**src/frw_consts.vh**
```
// constants for the flash register write and protection block
// Notes on behaviour
// - area side bit is one-time, top at 0
// - area side changes only by register write
// - setup register: dummy bit6, side bit3, drive bit0
// - dummy counts: dual 4/8, quad 6-8/10
// - register write updates status register, and setup register only when a third byte is sent
// - write sets lock, quad, protect; not latch/busy
// - register write refused in hard protect state
// - select must rise on byte boundary
// - timed write cycle starts at select rising
// - busy high during cycle, then latch cleared
// - hard protect when lock set and guard low
// - hard protect freezes lock, protect, side bits
// - soft protect otherwise; bits stay writable
// - protected region blocks program and erase
// - hard protect left only by guard high; the code also leaves it when a write begun before guard fell sets quad
// - four-I/O mode disables hard protect
// - quad bit bit6 turns guard pin into data
// - refused program/erase clears write latch
`ifndef FRW_CONSTS_VH
`define FRW_CONSTS_VH
// command opcodes
`define FRW_OP_WRITE_REGS 8'h01
`define FRW_OP_WRITE_DIS  8'h04
`define FRW_OP_READ_STAT  8'h05
`define FRW_OP_WRITE_EN   8'h06
`define FRW_OP_READ_SETUP 8'h15
// status register field positions
`define FRW_ST_LOCK       7
`define FRW_ST_QUAD       6
`define FRW_ST_PROT_HI    5
`define FRW_ST_PROT_LO    2
`define FRW_ST_LATCH      1
`define FRW_ST_BUSY       0
// setup register field positions
`define FRW_CF_DUMMY      6
`define FRW_CF_SIDE       3
`define FRW_CF_DRIVE      0
// reset values
`define FRW_PROT_RESET    4'h0
// dummy cycle counts
`define FRW_DUAL_DUMMY_LO 4'h4
`define FRW_DUAL_DUMMY_HI 4'h8
`define FRW_QUAD_DUMMY_SL 4'h6
`define FRW_QUAD_DUMMY_FS 4'h8
`define FRW_QUAD_DUMMY_HI 4'hA
// timing
`define FRW_CLK_PERIOD_NS 10
`define FRW_WRITE_TIME_NS 1000000
`define FRW_WRITE_CYCLES  (`FRW_WRITE_TIME_NS / `FRW_CLK_PERIOD_NS)
`endif

```
**src/frw_reg_protect.v**
```verilog
// register write cycle and write protection logic of a serial flash
`timescale 1ns/10ps
`default_nettype none
`include "frw_consts.vh"
module frw_reg_protect
#(
  parameter integer WRITE_CYCLES = `FRW_WRITE_CYCLES
)
(
  // clock and reset
  input  wire       clock,
  input  wire       sys_rst,
  // serial link pins
  input  wire       serial_clock,
  input  wire       chip_select_n,
  input  wire       serial_in,
  input  wire       write_guard_pin,
  output reg        serial_out,
  output reg        serial_out_en,
  // program and erase gate, and frequency range for quad dummy cycles
  input  wire       pe_request,
  input  wire       pe_target_protected,
  input  wire       freq_range_high,
  output reg        pe_grant,
  output reg        pe_refused,
  // state shown to the array logic
  output reg        write_busy_flag,
  output reg        write_latch_flag,
  output reg        hard_protect_state,
  output reg  [3:0] protect_level_bits,
  output reg        area_side_select,
  output reg        quad_enable_bit,
  output reg        drive_strength_select,
  output reg  [3:0] dual_dummy_cycles,
  output reg  [3:0] quad_dummy_cycles
);

  // write cycle states
  localparam [1:0] ST_IDLE = 2'b01;
  localparam [1:0] ST_BUSY = 2'b10;

  // pin synchronisers: stage one feeds stage two only
  wire [3:0] pin_raw;
  reg  [3:0] pin_s1;
  reg  [3:0] pin_s2;
  reg        sclk_prev;
  reg        cs_prev;
  assign pin_raw = {write_guard_pin, serial_in, chip_select_n, serial_clock};

  genvar gi;
  generate
    for (gi = 0; gi < 4; gi = gi + 1)
    begin : g_sync
      always @(posedge clock)
      begin
        if (sys_rst)
        begin
          pin_s1[gi] <= (gi == 1) ? 1'b1 : 1'b0;
          pin_s2[gi] <= (gi == 1) ? 1'b1 : 1'b0;
        end
        else
        begin
          pin_s1[gi] <= pin_raw[gi];
          pin_s2[gi] <= pin_s1[gi];
        end
      end
    end
  endgenerate

  wire sclk_s  = pin_s2[0];
  wire cs_n_s  = pin_s2[1];
  wire si_s    = pin_s2[2];
  wire guard_s = pin_s2[3];

  wire sclk_rise = sclk_s & ~sclk_prev;
  wire sclk_fall = ~sclk_s & sclk_prev;
  wire cs_rise   = cs_n_s & ~cs_prev;

  // frame ended on a byte boundary with the given byte count
  function frame_ok;
    input [2:0] bits;
    input [1:0] bytes;
    input [1:0] need;
    begin
      frame_ok = (bits == 3'h0) && (bytes == need);
    end
  endfunction

  // frame state
  reg [7:0] shift_in;
  reg [2:0] bit_cnt;
  reg [1:0] byte_cnt;
  reg [7:0] opcode;
  reg [7:0] stat_byte;
  reg [7:0] setup_byte;
  reg [7:0] shift_out;
  reg       reading;

  // setup register storage, reserved bits kept as written
  reg [7:0] setup_reg;
  reg       dummy_sel;

  // write cycle state
  reg [1:0]  state;
  reg [31:0] wait_cnt;
  reg [7:0]  pend_stat;
  reg [7:0]  pend_setup;
  reg        pend_has_setup;

  reg protect_lock;

  // guard pin acts as data in four-I/O mode, so it cannot protect
  wire hard_now = quad_enable_bit ? 1'b0 : (protect_lock & ~guard_s);

  // status and setup words as read back over the link
  wire [7:0] stat_word = {protect_lock, quad_enable_bit, protect_level_bits,
                          write_latch_flag, write_busy_flag};
  wire [7:0] setup_word = {setup_reg[7], dummy_sel, setup_reg[5:4], area_side_select,
                           setup_reg[2:1], drive_strength_select};

  wire [7:0] next_shift_in = {shift_in[6:0], si_s};
  wire       byte_done     = sclk_rise & ~cs_n_s & (bit_cnt == 3'h7);

  // commands judged at the end of the frame
  wire cmd_lset = cs_rise & (opcode == `FRW_OP_WRITE_EN)
                  & frame_ok(bit_cnt, byte_cnt, 2'h1);
  wire cmd_lclr = cs_rise & (opcode == `FRW_OP_WRITE_DIS)
                  & frame_ok(bit_cnt, byte_cnt, 2'h1);
  wire cmd_regw = cs_rise & (opcode == `FRW_OP_WRITE_REGS)
                  & (frame_ok(bit_cnt, byte_cnt, 2'h2)
                     | frame_ok(bit_cnt, byte_cnt, 2'h3))
                  & write_latch_flag
                  & ~hard_now
                  & (state == ST_IDLE);
  wire write_done = (state == ST_BUSY) & (wait_cnt == 32'h0000_0000);

  // edge history of link clock and select
  always @(posedge clock)
  begin
    if (sys_rst)
    begin
      sclk_prev <= 1'b0;
      cs_prev   <= 1'b1;
    end
    else
    begin
      sclk_prev <= sclk_s;
      cs_prev   <= cs_n_s;
    end
  end

  // command shifter: counts bits and bytes within a frame
  always @(posedge clock)
  begin
    if (sys_rst)
    begin
      shift_in   <= 8'h00;
      bit_cnt    <= 3'h0;
      byte_cnt   <= 2'h0;
      opcode     <= 8'h00;
      stat_byte  <= 8'h00;
      setup_byte <= 8'h00;
    end
    else if (cs_n_s)
    begin
      bit_cnt  <= 3'h0;
      if (!cs_rise)
        byte_cnt <= 2'h0;
    end
    else if (sclk_rise)
    begin
      shift_in <= next_shift_in;
      bit_cnt  <= bit_cnt + 3'h1;
      if (bit_cnt == 3'h7)
      begin
        // count saturates so over-long frames read as byte three
        if (byte_cnt != 2'h3)
          byte_cnt <= byte_cnt + 2'h1;
        case (byte_cnt)
          2'h0: opcode <= next_shift_in;
          2'h1: stat_byte <= next_shift_in;
          2'h2: setup_byte <= next_shift_in;
          default: ;
        endcase
      end
    end
  end

  // read-back shifter: bits leave on falling link clock edges
  always @(posedge clock)
  begin
    if (sys_rst)
    begin
      shift_out     <= 8'h00;
      reading       <= 1'b0;
      serial_out    <= 1'b0;
      serial_out_en <= 1'b0;
    end
    else if (cs_n_s)
    begin
      reading       <= 1'b0;
      serial_out_en <= 1'b0;
    end
    else if (byte_done && (byte_cnt == 2'h0 || reading))
    begin
      // the status read repeats so busy can be polled in one frame
      if ((byte_cnt == 2'h0 ? next_shift_in : opcode) == `FRW_OP_READ_STAT)
      begin
        reading   <= 1'b1;
        shift_out <= stat_word;
      end
      else if ((byte_cnt == 2'h0 ? next_shift_in : opcode) == `FRW_OP_READ_SETUP)
      begin
        reading   <= 1'b1;
        shift_out <= setup_word;
      end
    end
    else if (sclk_fall && reading)
    begin
      serial_out    <= shift_out[7];
      serial_out_en <= 1'b1;
      shift_out     <= {shift_out[6:0], 1'b0};
    end
  end

  // self-timed register write cycle
  always @(posedge clock)
  begin
    if (sys_rst)
    begin
      state          <= ST_IDLE;
      wait_cnt       <= 32'h0000_0000;
      pend_stat      <= 8'h00;
      pend_setup     <= 8'h00;
      pend_has_setup <= 1'b0;
    end
    else
    begin
      case (state)
        ST_IDLE:
        begin
          if (cmd_regw)
          begin
            state          <= ST_BUSY;
            wait_cnt       <= WRITE_CYCLES - 1;
            pend_stat      <= stat_byte;
            pend_setup     <= setup_byte;
            pend_has_setup <= (byte_cnt == 2'h3);
          end
        end
        ST_BUSY:
        begin
          if (wait_cnt == 32'h0000_0000)
            state <= ST_IDLE;
          else
            wait_cnt <= wait_cnt - 32'h0000_0001;
        end
        default:
          state <= ST_IDLE;
      endcase
    end
  end

  // register contents, written only at the end of a write cycle
  always @(posedge clock)
  begin
    if (sys_rst)
    begin
      protect_lock          <= 1'b0;
      quad_enable_bit       <= 1'b0;
      protect_level_bits    <= `FRW_PROT_RESET;
      area_side_select      <= 1'b0;
      setup_reg             <= 8'h00;
      dummy_sel             <= 1'b0;
      drive_strength_select <= 1'b0;
    end
    else if (write_done)
    begin
      quad_enable_bit <= pend_stat[`FRW_ST_QUAD];
      // guard may have fallen during the cycle; frozen bits stay put
      if (!hard_now)
      begin
        protect_lock       <= pend_stat[`FRW_ST_LOCK];
        protect_level_bits <= pend_stat[`FRW_ST_PROT_HI:`FRW_ST_PROT_LO];
      end
      if (pend_has_setup)
      begin
        setup_reg             <= pend_setup;
        dummy_sel             <= pend_setup[`FRW_CF_DUMMY];
        drive_strength_select <= pend_setup[`FRW_CF_DRIVE];
        // one-time bit: can be set, never cleared again
        if (!hard_now)
          area_side_select <= area_side_select | pend_setup[`FRW_CF_SIDE];
      end
    end
  end

  // write latch and busy flag
  always @(posedge clock)
  begin
    if (sys_rst)
    begin
      write_latch_flag <= 1'b0;
      write_busy_flag  <= 1'b0;
    end
    else
    begin
      write_busy_flag <= (state == ST_BUSY) & ~write_done;
      // a set arriving with a clear wins, but only when no write cycle is running
      if (cmd_lset && state == ST_IDLE)
        write_latch_flag <= 1'b1;
      else if (write_done || cmd_lclr || pe_refused)
        write_latch_flag <= 1'b0;
    end
  end

  // protection state and dummy cycle selection
  always @(posedge clock)
  begin
    if (sys_rst)
    begin
      hard_protect_state <= 1'b0;
      dual_dummy_cycles  <= `FRW_DUAL_DUMMY_LO;
      quad_dummy_cycles  <= `FRW_QUAD_DUMMY_SL;
    end
    else
    begin
      hard_protect_state <= hard_now;
      dual_dummy_cycles  <= dummy_sel ? `FRW_DUAL_DUMMY_HI : `FRW_DUAL_DUMMY_LO;
      if (dummy_sel)
        quad_dummy_cycles <= `FRW_QUAD_DUMMY_HI;
      else
        quad_dummy_cycles <= freq_range_high ? `FRW_QUAD_DUMMY_FS : `FRW_QUAD_DUMMY_SL;
    end
  end

  // program and erase gate; the array decodes region from level and side
  always @(posedge clock)
  begin
    if (sys_rst)
    begin
      pe_grant   <= 1'b0;
      pe_refused <= 1'b0;
    end
    else
    begin
      pe_grant   <= pe_request & write_latch_flag & ~pe_target_protected
                    & (state == ST_IDLE);
      pe_refused <= pe_request & pe_target_protected;
    end
  end

endmodule
`default_nettype wire

```
**config.mk**
```make
export PLATFORM = sky130hd
export DESIGN_NAME = frw_reg_protect
export DESIGN_NICKNAME = d
export VERILOG_FILES = /design/src/frw_reg_protect.v
export VERILOG_INCLUDE_DIRS = /design/src
export SDC_FILE = /design/constraint.sdc
export NUM_CORES = 1
export LEC_CHECK = 0
export ABC_AREA = 1
export BUFFER_PORTS_ARGS = -buffer_cell sky130_fd_sc_hd__buf_2
export CAP_MARGIN = 30
export CORE_MARGIN = 3
export CORE_UTILIZATION = 40
export CTS_CLUSTER_DIAMETER = 40
export DETAILED_ROUTE_END_ITERATION = 12
export PLACE_DENSITY_LB_ADDON = 0.15
export SETUP_SLACK_MARGIN = 0.3
export SLEW_MARGIN = 5
export SYNTH_ARGS = -nofsm -noshare
export SYNTH_HDL_FRONTEND = slang
export SYNTH_SLANG_ARGS = --single-unit
export TNS_END_PERCENT = 5
```
**constraint.sdc**
```tcl
create_clock -name clock -period 1.83 [get_ports clock]
set_clock_uncertainty 0.1 [all_clocks]
set_input_delay 0.366 -clock clock [delete_from_list [all_inputs] [get_ports clock]]
set_output_delay 0.366 -clock clock [all_outputs]
set_load 0.03 [all_outputs]
```
==> impl_results.md, run 1 <==
- Status: complete, but fails checks
- Violated checks: setup timing
- Placed Instances: 1160
- LEAKAGE: 3.70 nW
- Initial antenna violation count: 0
- Global Route Usage Sum: 0.200
- Most numerous cell in the Yosys netlist: nand2_1
- Total of fill cells in the finished design: 1407
- CP Capture Type: flip-flop
- Synthesis-to-finish area growth: 36.4%
- Top cells by count, synth: nand2_1, nor2_1, dfxtp_1
- Initial drt markers: 505
- Cell area after synthesis: 0.00611 mm^2
- Initial Util: 0.414
- Sequential element share of the synthesized area: 0.420
- Vias per inst: 4.89
- Layout cells sized above 1: 0.281
- Boundary pin count: 31
- HPWL after DPL: 11000 um
- Hold Vio Cnt, Final: 0
- Post-synth EDFFs: 0
- Synth Warn #: 0
- Yosys top cell area share: 0.420
- VDD IR max: 0.606 mV
- DR WL/cell: 13.8 um
- Drt pass-1 iters: 5
- Vias in the first global route: 5457
- Clock buffer depth: 2
- Total CTS buffers: 17
- CTS tree: built
- Chip width: 130 um
- Die extent in y: 130 um
- Core region area: 0.0148 mm^2
- Rows: 44
- Met1 usage: 0.267
- Final setup violation count: 10
- RSZ-0062 raised after global routing: yes
- Hold Path Class: input pin to flip-flop
- Post-Synthesis Cells: 883
- Htree depth: 4
- Largest Register: wait_cnt
- Worst Max-Slew Pin Slew: 512 ps
- Worst slew margin: 0.659
- CP max FO: 8
- Register area: 0.00257 mm^2
- Final Cycle Share: 1.06
- #FFs+latches synth: 128
- Synth cell types: 38
- CTS root buf: clkbuf_16
- Met3 usage: 0.0470
- Arrival time at the worst endpoint: 2150 ps
- Final worst slack: -117 ps
- Largest register FFs: 32
- First-pass GRT wire length: 26600 um
- CTS Sinks: 128
- Place WS: -223 ps
- Ys flop type: dfxtp_1
- Post-synth top area cell: dfxtp_1
- Startpoint types: flip-flop
- Met2 usage: 0.321
- Die area: 0.0168 mm^2
- DRT antenna net count: 0
- Worst Path Class, Setup: flip-flop to flip-flop
- Ant diodes: 0
- Final Max Slew Viols: 0
- Post-layout min period: 1950 ps
- Worst EP required: 2040 ps
- FFs w/ async S/R, synth: 0
- # DRC: 0
- Port bufs: 27
- Pwr dens: 769 mW/mm^2
- Multi-input logic area: 0.00334 mm^2
- Fmax: 514 MHz
- Busiest grt layer: met2
- Clock Latency Late Sink: 420 ps
- Overflow after GRT: 0
- Placer Congestion: 0.873
- Wirelength, routed: 16600 um
- Layout Cells excl Fill: 1210
- Max-cap violations: 0
- Clk slew on worst S/H paths: 60 ps
- Synth top area cells: dfxtp_1, nand2_1, nor2_1, a21oi_1, inv_1
- Mean Syn Cell Area: 6.91 um^2
- Via count: 5918
- TNS Setup: -883 ps
- Largest net degree at the start of global routing: 43
- Final #Nets: 1030
[routing by layer]
metal  up-vias  part of all wire
met5         -                 0
met4         0             0.015
met3        27             0.035
met2       116              0.47
met1      2693              0.48
li1       3082                 -
[power breakdown]
| part | leakage, nW | total, mW | switching [mW] | internal (mW) |
|---|---|---|---|---|
| registers | 1.04 | 2.81 | 0.00798 | 2.80 |
| logic | 2.37 | 0.143 | 0.0998 | 0.0433 |
| clock network | 0.288 | 3.45 | 1.30 | 2.16 |
[area by class of cell]
| type | count | area share |
|---|---|---|
| Multi-Input combinational cell | 625 | 0.401 |
| Sequential cell | 128 | 0.308 |
| Timing Repair Buffer | 146 | 0.146 |
| Clock buffer | 21 | 0.0577 |
| Inverter | 95 | 0.0437 |
| Tap cell | 184 | 0.0276 |
| Clock inverter | 11 | 0.0156 |
[cells by family (layout without fill, tap and decap cells)]
family | count (synthesis) | after routing | synth area share
simple gates | 436 | 437 | 0.310
flops | 128 | 128 | 0.420
buf+inv | 133 | 273 | 0.0930
compound gates | 164 | 164 | 0.141
fa+ha+maj | 8 | 8 | 0.0164
other cells | 1 | 3 | 0.000614
xor+xnor | 13 | 13 | 0.0186
[final timing paths]
path            startpoint      endpoint  slack (ps)  depth (start not counted)
max            byte_cnt[0]  shift_out[3]        -120                         10
min          chip_select_n     pin_s1[1]          30                          2
max reg2reg    byte_cnt[0]  shift_out[3]        -120                         10
min reg2reg      pin_s1[1]        cs_n_s         300                          1
[cell usage in the layout (no fill, tap or decap), types with 3 or more instances in the layout]
cell type	instances
nand2_1	179
nor2_1	123
dfxtp_1	123
buf_4	101
a21oi_1	87
inv_1	86
nand3_1	45
o21ai_0	40
buf_2	26
nor2_2	22
clkbuf_16	18
nor2_4	13
nand2_2	11
nand4_1	11
buf_12	11
a21oi_2	10
o21ai_1	8
nand3_2	7
inv_2	7
xnor2_1	7
o21ai_2	6
xor2_1	6
buf_6	6
nand2_4	5
ha_1	5
dfxtp_2	5
a211oi_1	4
nor3_1	4
or2_2	4
clkinv_4	4
clkinvlp_4	4
clkbuf_8	4
nand3_4	3
o21ai_4	3
nor3_4	3
conb_1	3
[what timing repair did]
item                       CTS  global route
resized for setup           41            74
gates cloned                 1             1
pin swaps                   12            23
setup endpoints to repair   91            99
hold buffers                 0             0
setup buffers                9             7
[critical path: stages, from the launching register on]
cell     delay (ps)
dfxtp_2         330
inv_2            50
ha_4            190
buf_8           150
o21ai_4         160
nand2_2          90
nor3_4          220
nand3_4         150
buf_12          190
a21oi_4         130
a21oi_2          70
[metrics by stage]
stage	cell area (um^2)	hold slack (ps)	utilization	power [mW]
global route	8330	26.5	0.565	6.62
detailed placement	7140	294	0.484	3.01
finish	8330	30.0	0.565	6.41
CTS	7980	15.5	0.541	6.47
floorplan	6130	288	-	2.96
global placement	7140	293	0.484	3.01
(Power assumes the default switching activity.)
==> inputs of run 2 (changes only) <==
Settings changed: SKIP_CTS_REPAIR_TIMING set to 1.
==> impl_results.md, run 2 (same netlist as run 1, synthesis figures left out) <==
- Dpl cell area: 0.00714 mm^2
- Initial Util: 0.414
- Clk slew on worst S/H paths: 60 ps
- Placed Instances: 1160
- Rows: 44
- M1 wire length: 8250 um
- Final setup violation count: 38
- TNS Setup: -2990 ps
- DR WL/cell: 14.1 um
- Worst Max-Slew Pin Slew: 514 ps
- Vias in the first global route: 5325
- Seq pwr share: 0.438
- CTS tree: built
- Startpoint types: flip-flop
- Clock buffer depth: 2
- Final worst slack: -145 ps
- Fmax: 506 MHz
- Chip width: 130 um
- CTS root buf: clkbuf_16
- Via count: 5965
- CP Capture Type: flip-flop
- Vias per inst: 4.91
- Arrival time at the worst endpoint: 2180 ps
- Die area: 0.0168 mm^2
- Clock power frac: 0.539
- Layout cells sized above 1: 0.296
- Total CTS buffers: 17
- Worst Path Class, Setup: flip-flop to flip-flop
- Core region area: 0.0148 mm^2
- Initial drt markers: 504
- Boundary pin count: 31
- LEAKAGE: 3.73 nW
- Largest register FFs: 32
- Placer Congestion: 0.873
- Violated checks: setup timing
- Detailed-routed wire length on met2: 8110 um
- Final #Nets: 1035
- Status: complete, but fails checks
- First-pass GRT wire length: 25800 um
- # DRC: 0
- Hold Vio Cnt, Final: 0
- Final Max Slew Viols: 0
- Largest net degree at the start of global routing: 43
- VDD IR max: 0.595 mV
- Worst slew margin: 0.658
- Clock Latency Late Sink: 420 ps
- CP max FO: 8
- Most frequent cells in the layout: nand2_1, nor2_1, dfxtp_1
- Largest Register: wait_cnt
- Htree depth: 4
- WL met3: 585 um
- Internal Power: 5.00 mW
- Layout Cells excl Fill: 1215
- FF-to-FF Start: byte_cnt[0]
- Drt pass-1 iters: 5
- Initial antenna violation count: 0
- Pwr dens: 757 mW/mm^2
- Hold path startpoint: chip_select_n
- Post-layout min period: 1980 ps
- Most common cell after layout, fill and taps aside: nand2_1
- Switching share of power: 0.220
- CTS Sinks: 128
- Overflow after GRT: 0
- Global Route Usage Sum: 0.194
- Synthesis-to-finish area growth: 38.9%
- Hold Path Class: input pin to flip-flop
- Max-cap violations: 0
- CP Launch Point: byte_cnt[0]
- Post-route cell area: 0.00848 mm^2
- Highest routed layer: met4
- Final Cycle Share: 1.08
- RSZ-0062 raised after global routing: yes
- Die extent in y: 130 um
- HPWL after DPL: 11000 um
- Wirelength, routed: 17200 um
- Combinational Power Share: 0.023
- Sw power: 1.41 mW
- DRT antenna net count: 0
- Ant diodes: 0
- Port bufs: 27
- Worst EP required: 2040 ps
-- run 2: worst paths after layout --
path                   to  slack, ps  depth (start not counted)
max          shift_out[3]       -150                         11
min             pin_s1[1]         30                          2
max reg2reg  shift_out[3]       -150                         11
min reg2reg        cs_n_s        300                          1
-- run 2: layout make-up --
| class | count | area, um^2 |
|---|---|---|
| clock inverter | 11 | 130 |
| multi-input combinational | 628 | 3440 |
| clock buffer | 21 | 480 |
| fill | 1386 | 6270 |
| timing repair buffer | 148 | 1260 |
| sequential | 128 | 2570 |
| tap | 184 | 230 |
| inverter | 95 | 364 |
-- run 2: stage by stage --
| stage | power (mW) | util | setup WS (ps) | hold slack [ps] |
|---|---|---|---|---|
| 6_report | 6.41 | 0.575 | -145 | 34.0 |
| 5_1_grt | 6.62 | 0.575 | -244 | 26.6 |
| 4_1_cts | 6.47 | 0.525 | -259 | 15.5 |
| 3_5_place_dp | 3.01 | 0.484 | -223 | 294 |
| 3_3_place_gp | 3.01 | 0.484 | -173 | 293 |
| 2_1_floorplan | 2.96 | - | -47.2 | 288 |
-- run 2: metal layers --
metal  vias to the layer above  track usage
li1                       3108            -
met1                      2729        0.266
met2                       106        0.304
met3                        22       0.0462
met4                         0       0.0611
met5                         -            0
-- run 2: worst max-delay path, cell delays in order (launching register included) --
cell,delay [ps]
dfxtp_2,330
inv_2,50
ha_4,170
buf_12,130
buf_4,150
o21a_4,220
nor3_4,190
buf_12,160
buf_4,120
nand3_1,80
nand3_2,90
a21oi_2,60
-- run 2: power groups by stage --
stage / clock network, mW / registers [mW] / logic, mW
detailed placement: 0 / 2.87 / 0.137
global route: 3.65 / 2.81 / 0.163
finish: 3.46 / 2.81 / 0.146
global placement: 0 / 2.87 / 0.137
CTS: 3.52 / 2.81 / 0.138
floorplan: 0 / 2.88 / 0.0839
